$ cat src/hw/cat_pkg.sv
// Constants, types and shared helpers for the counter_array time base.
// Assumes one 100 MHz oscillator clock and an 8-bit special function bus.
`default_nettype none

package cat_pkg;

   // Register addresses
   localparam logic [7:0] CAT_ADDR_CTRL = 8'hd8;
   localparam logic [7:0] CAT_ADDR_MODE = 8'hd9;
   localparam logic [7:0] CAT_ADDR_CNT_LO = 8'he9;
   localparam logic [7:0] CAT_ADDR_CNT_HI = 8'hf9;
   localparam logic [7:0] CAT_ADDR_IRQ_STAT = 8'hd6;
   localparam logic [7:0] CAT_ADDR_IRQ_MASK = 8'hd7;

   // Field positions
   localparam int unsigned CAT_CTRL_OVF_BIT = 7;
   localparam int unsigned CAT_CTRL_RUN_BIT = 6;
   localparam int unsigned CAT_MODE_IDLE_BIT = 7;
   localparam int unsigned CAT_MODE_WDT_BIT = 6;
   localparam int unsigned CAT_MODE_SRC_HI = 2;
   localparam int unsigned CAT_MODE_SRC_LO = 1;
   localparam int unsigned CAT_MODE_OVFIE_BIT = 0;
   localparam int unsigned CAT_NUM_MODULES = 5;
   localparam int unsigned CAT_P1_EXT_BIT = 2;
   localparam int unsigned CAT_P1_MOD_LSB = 3;

   // Implemented-bit masks and reset values
   localparam logic [7:0] CAT_CTRL_MASK = 8'hdf;
   localparam logic [7:0] CAT_MODE_MASK = 8'hc7;
   localparam logic [7:0] CAT_IRQ_BITS = 8'h9f;
   localparam logic [7:0] CAT_CTRL_RST = 8'h00;
   localparam logic [7:0] CAT_MODE_RST = 8'h00;
   localparam logic [15:0] CAT_CNT_RST = 16'h0000;
   localparam logic [15:0] CAT_CNT_MAX = 16'hffff;

   // Oscillator dividers for the internal count sources
   localparam logic [3:0] CAT_DIV_SLOW = 4'hc;
   localparam logic [3:0] CAT_DIV_SLOW_DBL = 4'h6;
   localparam logic [3:0] CAT_DIV_FAST = 4'h4;
   localparam logic [3:0] CAT_DIV_FAST_DBL = 4'h2;
   // Fastest legal external count rate, in oscillator periods
   localparam int unsigned CAT_EXT_MIN_PERIOD = 8;

   typedef enum logic [1:0] {
      CAT_SRC_SLOW = 2'b00,
      CAT_SRC_FAST = 2'b01,
      CAT_SRC_T0 = 2'b10,
      CAT_SRC_EXT = 2'b11
   } cat_src_t;

   // Register bus request
   typedef struct packed {
      logic wr;
      logic rd;
      logic [7:0] addr;
      logic [7:0] wdata;
   } cat_bus_t;

   // Prescale ratio for a source and speed mode
   function automatic logic [3:0] cat_div(input cat_src_t src, input logic dbl);
      if (src == CAT_SRC_SLOW) begin
         return dbl ? CAT_DIV_SLOW_DBL : CAT_DIV_SLOW;
      end
      return dbl ? CAT_DIV_FAST_DBL : CAT_DIV_FAST;
   endfunction : cat_div

endpackage : cat_pkg

`default_nettype wire

$ cat src/hw/cat_timebase.sv
// Time base, run control and flag core of the five-module counter_array.
// Assumes the modules, timer 0 and the CPU idle state are outside and synchronous.
//
// Our own choice: strobed register access.
`default_nettype none

module cat_timebase
   import cat_pkg::*;
(
   // Clock and reset
   input wire logic i_mclk,
   input wire logic i_rstn,
   // Register bus
   input wire cat_bus_t i_bus,
   output logic [7:0] o_rdata,
   // System inputs
   input wire logic i_double_speed_mode,
   input wire logic i_cpu_idle,
   input wire logic i_timer0_ovf,
   input wire logic i_ext_count_input,
   // Module side
   input wire logic [4:0] i_module_event,
   input wire logic [4:0] i_module_irq_en,
   input wire logic [4:0] i_module_pin_used,
   output logic [15:0] o_count_value,
   output logic o_rollover,
   output logic o_module4_watchdog_en,
   output logic [7:0] o_port1_claim,
   // Interrupts
   output logic o_vector_irq,
   output logic o_irq
);

   logic [7:0] ctrl_q;
   logic [7:0] mode_q;
   logic [7:0] stat_q;
   logic [7:0] mask_q;
   logic [15:0] cnt_q;
   logic [3:0] psc_q;
   logic [3:0] div;
   logic psc_tick;
   logic ext_s1_q;
   logic ext_s2_q;
   logic ext_s3_q;
   logic ext_pulse;
   logic count_pulse;
   logic count_en;
   logic step;
   logic rollover;
   logic wr_ctrl;
   logic wr_mode;
   logic wr_stat;
   logic wr_mask;
   logic [7:0] rdata_q;
   logic [7:0] rd_mux;
   logic [7:0] hw_events;
   cat_src_t src;

   // Decoded mode fields and register write strobes
   assign src = cat_src_t'(mode_q[CAT_MODE_SRC_HI:CAT_MODE_SRC_LO]);
   assign wr_ctrl = i_bus.wr && (i_bus.addr == CAT_ADDR_CTRL);
   assign wr_mode = i_bus.wr && (i_bus.addr == CAT_ADDR_MODE);
   assign wr_stat = i_bus.wr && (i_bus.addr == CAT_ADDR_IRQ_STAT);
   assign wr_mask = i_bus.wr && (i_bus.addr == CAT_ADDR_IRQ_MASK);

   // Oscillator prescaler, restarts safely if the ratio shrinks
   assign div = cat_div(src, i_double_speed_mode);
   assign psc_tick = (psc_q >= div - 4'h1);

   always_ff @(posedge i_mclk or negedge i_rstn) begin
      if (!i_rstn) begin
         psc_q <= 4'h0;
      end else if (psc_tick) begin
         psc_q <= 4'h0;
      end else begin
         psc_q <= psc_q + 4'h1;
      end
   end

   // External count input synchroniser and falling-edge detect
   always_ff @(posedge i_mclk or negedge i_rstn) begin
      if (!i_rstn) begin
         ext_s1_q <= 1'b0;
         ext_s2_q <= 1'b0;
         ext_s3_q <= 1'b0;
      end else begin
         ext_s1_q <= i_ext_count_input;
         ext_s2_q <= ext_s1_q;
         ext_s3_q <= ext_s2_q;
      end
   end

   assign ext_pulse = ext_s3_q && !ext_s2_q;

   // Count source selection
   always_comb begin
      unique case (src)
         CAT_SRC_SLOW: count_pulse = psc_tick;
         CAT_SRC_FAST: count_pulse = psc_tick;
         CAT_SRC_T0: count_pulse = i_timer0_ovf;
         CAT_SRC_EXT: count_pulse = ext_pulse;
      endcase
   end

   // Run and idle gating
   assign count_en = ctrl_q[CAT_CTRL_RUN_BIT]
      && !(mode_q[CAT_MODE_IDLE_BIT] && i_cpu_idle);
   assign step = count_en && count_pulse;
   assign rollover = step && (cnt_q == CAT_CNT_MAX);

   // Shared 16-bit time base
   always_ff @(posedge i_mclk or negedge i_rstn) begin
      if (!i_rstn) begin
         cnt_q <= CAT_CNT_RST;
      end else if (step) begin
         cnt_q <= cnt_q + 16'h0001;
      end
   end

   // Control register: run bit, overflow flag, module flags; set beats clear
   always_ff @(posedge i_mclk or negedge i_rstn) begin
      if (!i_rstn) begin
         ctrl_q <= CAT_CTRL_RST;
      end else begin
         if (wr_ctrl) begin
            ctrl_q <= i_bus.wdata & CAT_CTRL_MASK;
         end
         if (rollover) begin
            ctrl_q[CAT_CTRL_OVF_BIT] <= 1'b1;
         end
         for (int i = 0; i < CAT_NUM_MODULES; i++) begin
            if (i_module_event[i]) begin
               ctrl_q[i] <= 1'b1;
            end
         end
      end
   end

   // Mode register
   always_ff @(posedge i_mclk or negedge i_rstn) begin
      if (!i_rstn) begin
         mode_q <= CAT_MODE_RST;
      end else if (wr_mode) begin
         mode_q <= i_bus.wdata & CAT_MODE_MASK;
      end
   end

   // Sticky event status, write one to clear, events win
   assign hw_events = {rollover, 2'b00, i_module_event};

   always_ff @(posedge i_mclk or negedge i_rstn) begin
      if (!i_rstn) begin
         stat_q <= 8'h00;
         mask_q <= 8'h00;
      end else begin
         stat_q <= ((wr_stat ? stat_q & ~i_bus.wdata : stat_q) | hw_events) & CAT_IRQ_BITS;
         if (wr_mask) begin
            mask_q <= i_bus.wdata & CAT_IRQ_BITS;
         end
      end
   end

   // Read decode, unmapped and reserved bits read zero
   always_comb begin
      unique case (i_bus.addr)
         CAT_ADDR_CTRL: rd_mux = ctrl_q;
         CAT_ADDR_MODE: rd_mux = mode_q;
         CAT_ADDR_CNT_LO: rd_mux = cnt_q[7:0];
         CAT_ADDR_CNT_HI: rd_mux = cnt_q[15:8];
         CAT_ADDR_IRQ_STAT: rd_mux = stat_q;
         CAT_ADDR_IRQ_MASK: rd_mux = mask_q;
         default: rd_mux = 8'h00;
      endcase
   end

   always_ff @(posedge i_mclk or negedge i_rstn) begin
      if (!i_rstn) begin
         rdata_q <= 8'h00;
      end else begin
         rdata_q <= i_bus.rd ? rd_mux : 8'h00;
      end
   end

   // Outputs
   assign o_rdata = rdata_q;
   assign o_count_value = cnt_q;
   assign o_rollover = rollover;
   assign o_module4_watchdog_en = mode_q[CAT_MODE_WDT_BIT];
   assign o_port1_claim = {i_module_pin_used, (src == CAT_SRC_EXT), 2'b00};
   assign o_vector_irq = (ctrl_q[CAT_CTRL_OVF_BIT] && mode_q[CAT_MODE_OVFIE_BIT])
      || |(ctrl_q[4:0] & i_module_irq_en);
   assign o_irq = |(stat_q & mask_q);

   // Helper: cycles since last prescale tick and whether ratio held
   logic [3:0] gap_q;
   logic [3:0] div_q;
   logic cfg_held_q;

   always_ff @(posedge i_mclk or negedge i_rstn) begin
      if (!i_rstn) begin
         gap_q <= 4'h0;
         div_q <= CAT_DIV_SLOW;
         cfg_held_q <= 1'b0;
      end else begin
         gap_q <= psc_tick ? 4'h0 : gap_q + 4'h1;
         div_q <= div;
         // A ratio change voids the interval it falls in
         if (div != div_q) begin
            cfg_held_q <= 1'b0;
         end else if (psc_tick) begin
            cfg_held_q <= 1'b1;
         end
      end
   end
endmodule : cat_timebase

`default_nettype wire

$ cat config.mk
export PLATFORM = sky130hd
export DESIGN_NAME = cat_timebase
export DESIGN_NICKNAME = d
export VERILOG_FILES = /design/src/hw/cat_pkg.sv /design/src/hw/cat_timebase.sv
export SDC_FILE = /design/constraint.sdc
export NUM_CORES = 1
export LEC_CHECK = 0
export ABC_CLOCK_PERIOD_IN_PS = 6600
export CORE_MARGIN = 2
export CORE_UTILIZATION = 65
export CTS_BUF_LIST = sky130_fd_sc_hd__clkbuf_4
export DETAILED_ROUTE_END_ITERATION = 10
export DONT_BUFFER_PORTS = 1
export PLACE_DENSITY = 0.81
export SLEW_MARGIN = 0
export SYNTH_ARGS = -nofsm -noshare
export SYNTH_HDL_FRONTEND = slang
export SYNTH_SLANG_ARGS = --single-unit
$ cat constraint.sdc
create_clock -name i_mclk -period 6.6 [get_ports i_mclk]
set_input_delay 1.65 -clock i_mclk [delete_from_list [all_inputs] [get_ports i_mclk]]
set_output_delay 1.65 -clock i_mclk [all_outputs]
set_load 0.02 [all_outputs]
==> impl_metrics.toml <==
[timing]
finalSetupTns_ns = 0
final_hold_viol_count = 0
fmax_mhz = 198
min_period_ns = 5.04
clock-skew-final_ns = 0.00714
maxSlewHeadroom = 0.646
finalMaxSlewViolations = 0
rsz0062_at_grt = "false"
timing.final.crit_share = 0.764
worst_pin_slew_ns = 0.527
finalSetupViolCount = 0

[global_routing]
antenna_found_initial = 0
grt_use_total = 0.242
use_met1 = 0.326
grtUsageMet2 = 0.369
grt_pass1_vias = 1895
grt_pass1_wl_mm = 9.23
top_usage_layer = "met2"
grt_max_degree = 56
grt_util_met3 = 0.0712
gr-total-overflow = 0

[floorplanning]
die_width_um = 69.3
die_h_um = 69.3
std_cell_rows = 23
core_sq_um = 4060
start_util = 0.682
io_pins = 75
die_area_sq_um = 4800

[clock_tree]
htreeDepth = 2
cts_hold_buffers = 0
cts_tree = "built"
cts_sinks = 55
cts_root_buf = "clkbuf_4"
post_cts_buffers = 0
clockBufferDepth = 2
cts_resized = 0
cts_buffers = 5
clkLatencyLatePin_ns = 0.35
clkTransAtPathRegs_ns = 0.13

[synthesis]
synth_top_area_frac = 0.497
synth_seq_area_share = 0.497
syn_avg_cell_area_sq_um = 11.2
ys_types = 42
synth_area_leaders = "dfrtp_1, mux2_2, a22oi_1"
syn_inst = 248
synth_warnings = 0
synth.largest_area_cell = "dfrtp_1"
syn_area_sq_um = 2770
ys_seq_elements = 55

[setup_path]
path_class = "in2out"
critPathLaunchType = "input port"
crit_arrival_ns = 3.39
crit_path_end_kind = "output port"
worstPathRequired_ns = 4.95
cp_max_fo = 5

[min_path]
worstHoldPathType = "reg2reg"

[power_and_ir_drop]
vdd_ir_drop_max_mv = 0.189
p_comb_frac = 0.131
power_density_nw_per_um2 = 215
p_seq_frac = 0.646
p_clk_frac = 0.223
p_leak_uw = 0.00119
p_switching_uw = 161
swShare = 0.270
p_int_uw = 435

[layout]
final_cell_mix = "dfrtp_1, nor2_1, a22oi_1, nand2_1"
drive_above_1_share = 0.108
fin_cells = 291
finalNetCount = 286
final_common_cell = "dfrtp_1"
insertedDiodeCount = 0
area_growth_pct = 0.316

[detailed_routing]
antenna_left = 0
vias_per_cell = 6.38
dr.pass1.iters = 4
first_iter_violations = 92
wl_per_cell_um = 19.0
wl_mm = 5.54
route.detailed.drc = 0
vias = 1858

[placement]
dp_hpwl_mm = 4.11
gp_congestion = 0.807
numPlacedInstances = 285
io_buffers = 0

[flow_run]
max-cap-violations = 0

[run_status]
status = "finished, final reports clean"
[cell usage after synthesis]
library cell   n
nand4_1        7
buf_4          7
buf_2          4
a31oi_1        2
and2_1         3
dfrtp_1       55
xor2_1         4
or3_1          1
mux2_2        13
mux2i_1        9
nor2_1        18
nor2_4         1
nand3_2        1
nand4b_4       1
nand3b_1       2
o211ai_1       1
a21boi_0       1
or4b_1         1
nand2b_1       2
buf_6          3
o21ai_0        3
nand2_1       15
and3b_1        1
ha_1           5
o22ai_1        6
or2_2          1
inv_1          3
nor3_2         1
a21o_1         6
conb_1         1
a22oi_1       16
xnor2_1       13
a21oi_1        2
nor2b_1        6
nand3_1       11
a211o_1        5
clkbuf_1       1
and4_1         4
and3_1         4
nor3b_1        3
nand2b_4       1
o21a_1         4
[metrics by stage]
stage	worst slack (ns)	hold WS, ns	power [uW]	instance area, sq um	utilization
after floorplan	1.84	0.331	457	2770	-
after global placement	1.66	0.335	464	2730	0.673
after detailed placement	1.58	0.341	470	2730	0.673
after CTS	1.57	0.371	600	2780	0.684
after global routing	1.46	0.386	632	2780	0.684
final	1.56	0.367	597	2780	0.684
[power groups by stage]
stage | combinational (uW) | sequential [uW] | clock [uW]
6_report | 78.4 | 385 | 133
5_1_grt | 92.5 | 389 | 151
4_1_cts | 78.9 | 385 | 136
3_5_place_dp | 78.3 | 392 | 0
3_3_place_gp | 73.7 | 390 | 0
2_1_floorplan | 72.7 | 384 | 0
[critical path, stage by stage]
cell and delay [ns]:
or3_1 0.31, ha_1 0.30, nand2_1 0.07, o211ai_1 0.33, nand3_2 0.21, nor3_2 0.52
[area by class of cell]
class / count / area, sq um
inverters: 3 / 11.3
clock buffers: 6 / 45.0
fillers: 300 / 1280
well taps: 50 / 62.6
repair buffers: 1 / 7.51
multi-input cells: 176 / 1270
flip-flops and latches: 55 / 1380
[state kept, by name, indices dropped and copies added (netlist names)]
register / cells
psc_q: 4
ext_s3_q: 1
o_count_value: 16
ext_s2_q: 1
ctrl_q: 7
mode_q: 5
stat_q: 6
o_rdata: 8
mask_q: 6
ext_s1_q: 1
[metal layers]
layer  part of all wire  vias up
met5                  0        -
met4              0.024        0
met3              0.077       12
met2               0.47       79
met1               0.42      892
li1                   -      875
[kinds of logic (layout without fill, tap and decap cells)]
family | count (synthesis) | count (layout) | synth area share
AND/OR/NAND/NOR | 84 | 84 | 0.177
flip-flops | 55 | 55 | 0.497
AO/OA/AOI/OAI | 46 | 46 | 0.119
multiplexers | 22 | 22 | 0.0854
buffers and inverters | 18 | 10 | 0.0438
XOR/XNOR | 17 | 17 | 0.0538
adder cells (fa/ha/maj) | 5 | 5 | 0.0226
other | 1 | 2 | 0.00135
[final timing paths]
check | from | endpoint | slack, ns | cells past startpoint
setup / recovery | i_double_speed_mode | o_rollover | 1.56 | 6
hold / removal | ext_s1_q$_DFF_PN0_ | ext_s2_q$_DFF_PN0_ | 0.37 | 0
setup reg to reg | mode_q[2]$_DFFE_PN0P_ | o_count_value[1]$_DFFE_PN0P_ | 4.01 | 6
hold reg to reg | ext_s1_q$_DFF_PN0_ | ext_s2_q$_DFF_PN0_ | 0.37 | 0
max in group asynchronous | i_rstn | mask_q[7]$_DFFE_PN0P_ | 5.54 | 0
min in group asynchronous | i_rstn | o_count_value[5]$_DFFE_PN0P_ | 0.97 | 0
Note: power is estimated with default switching activity, not from simulation.
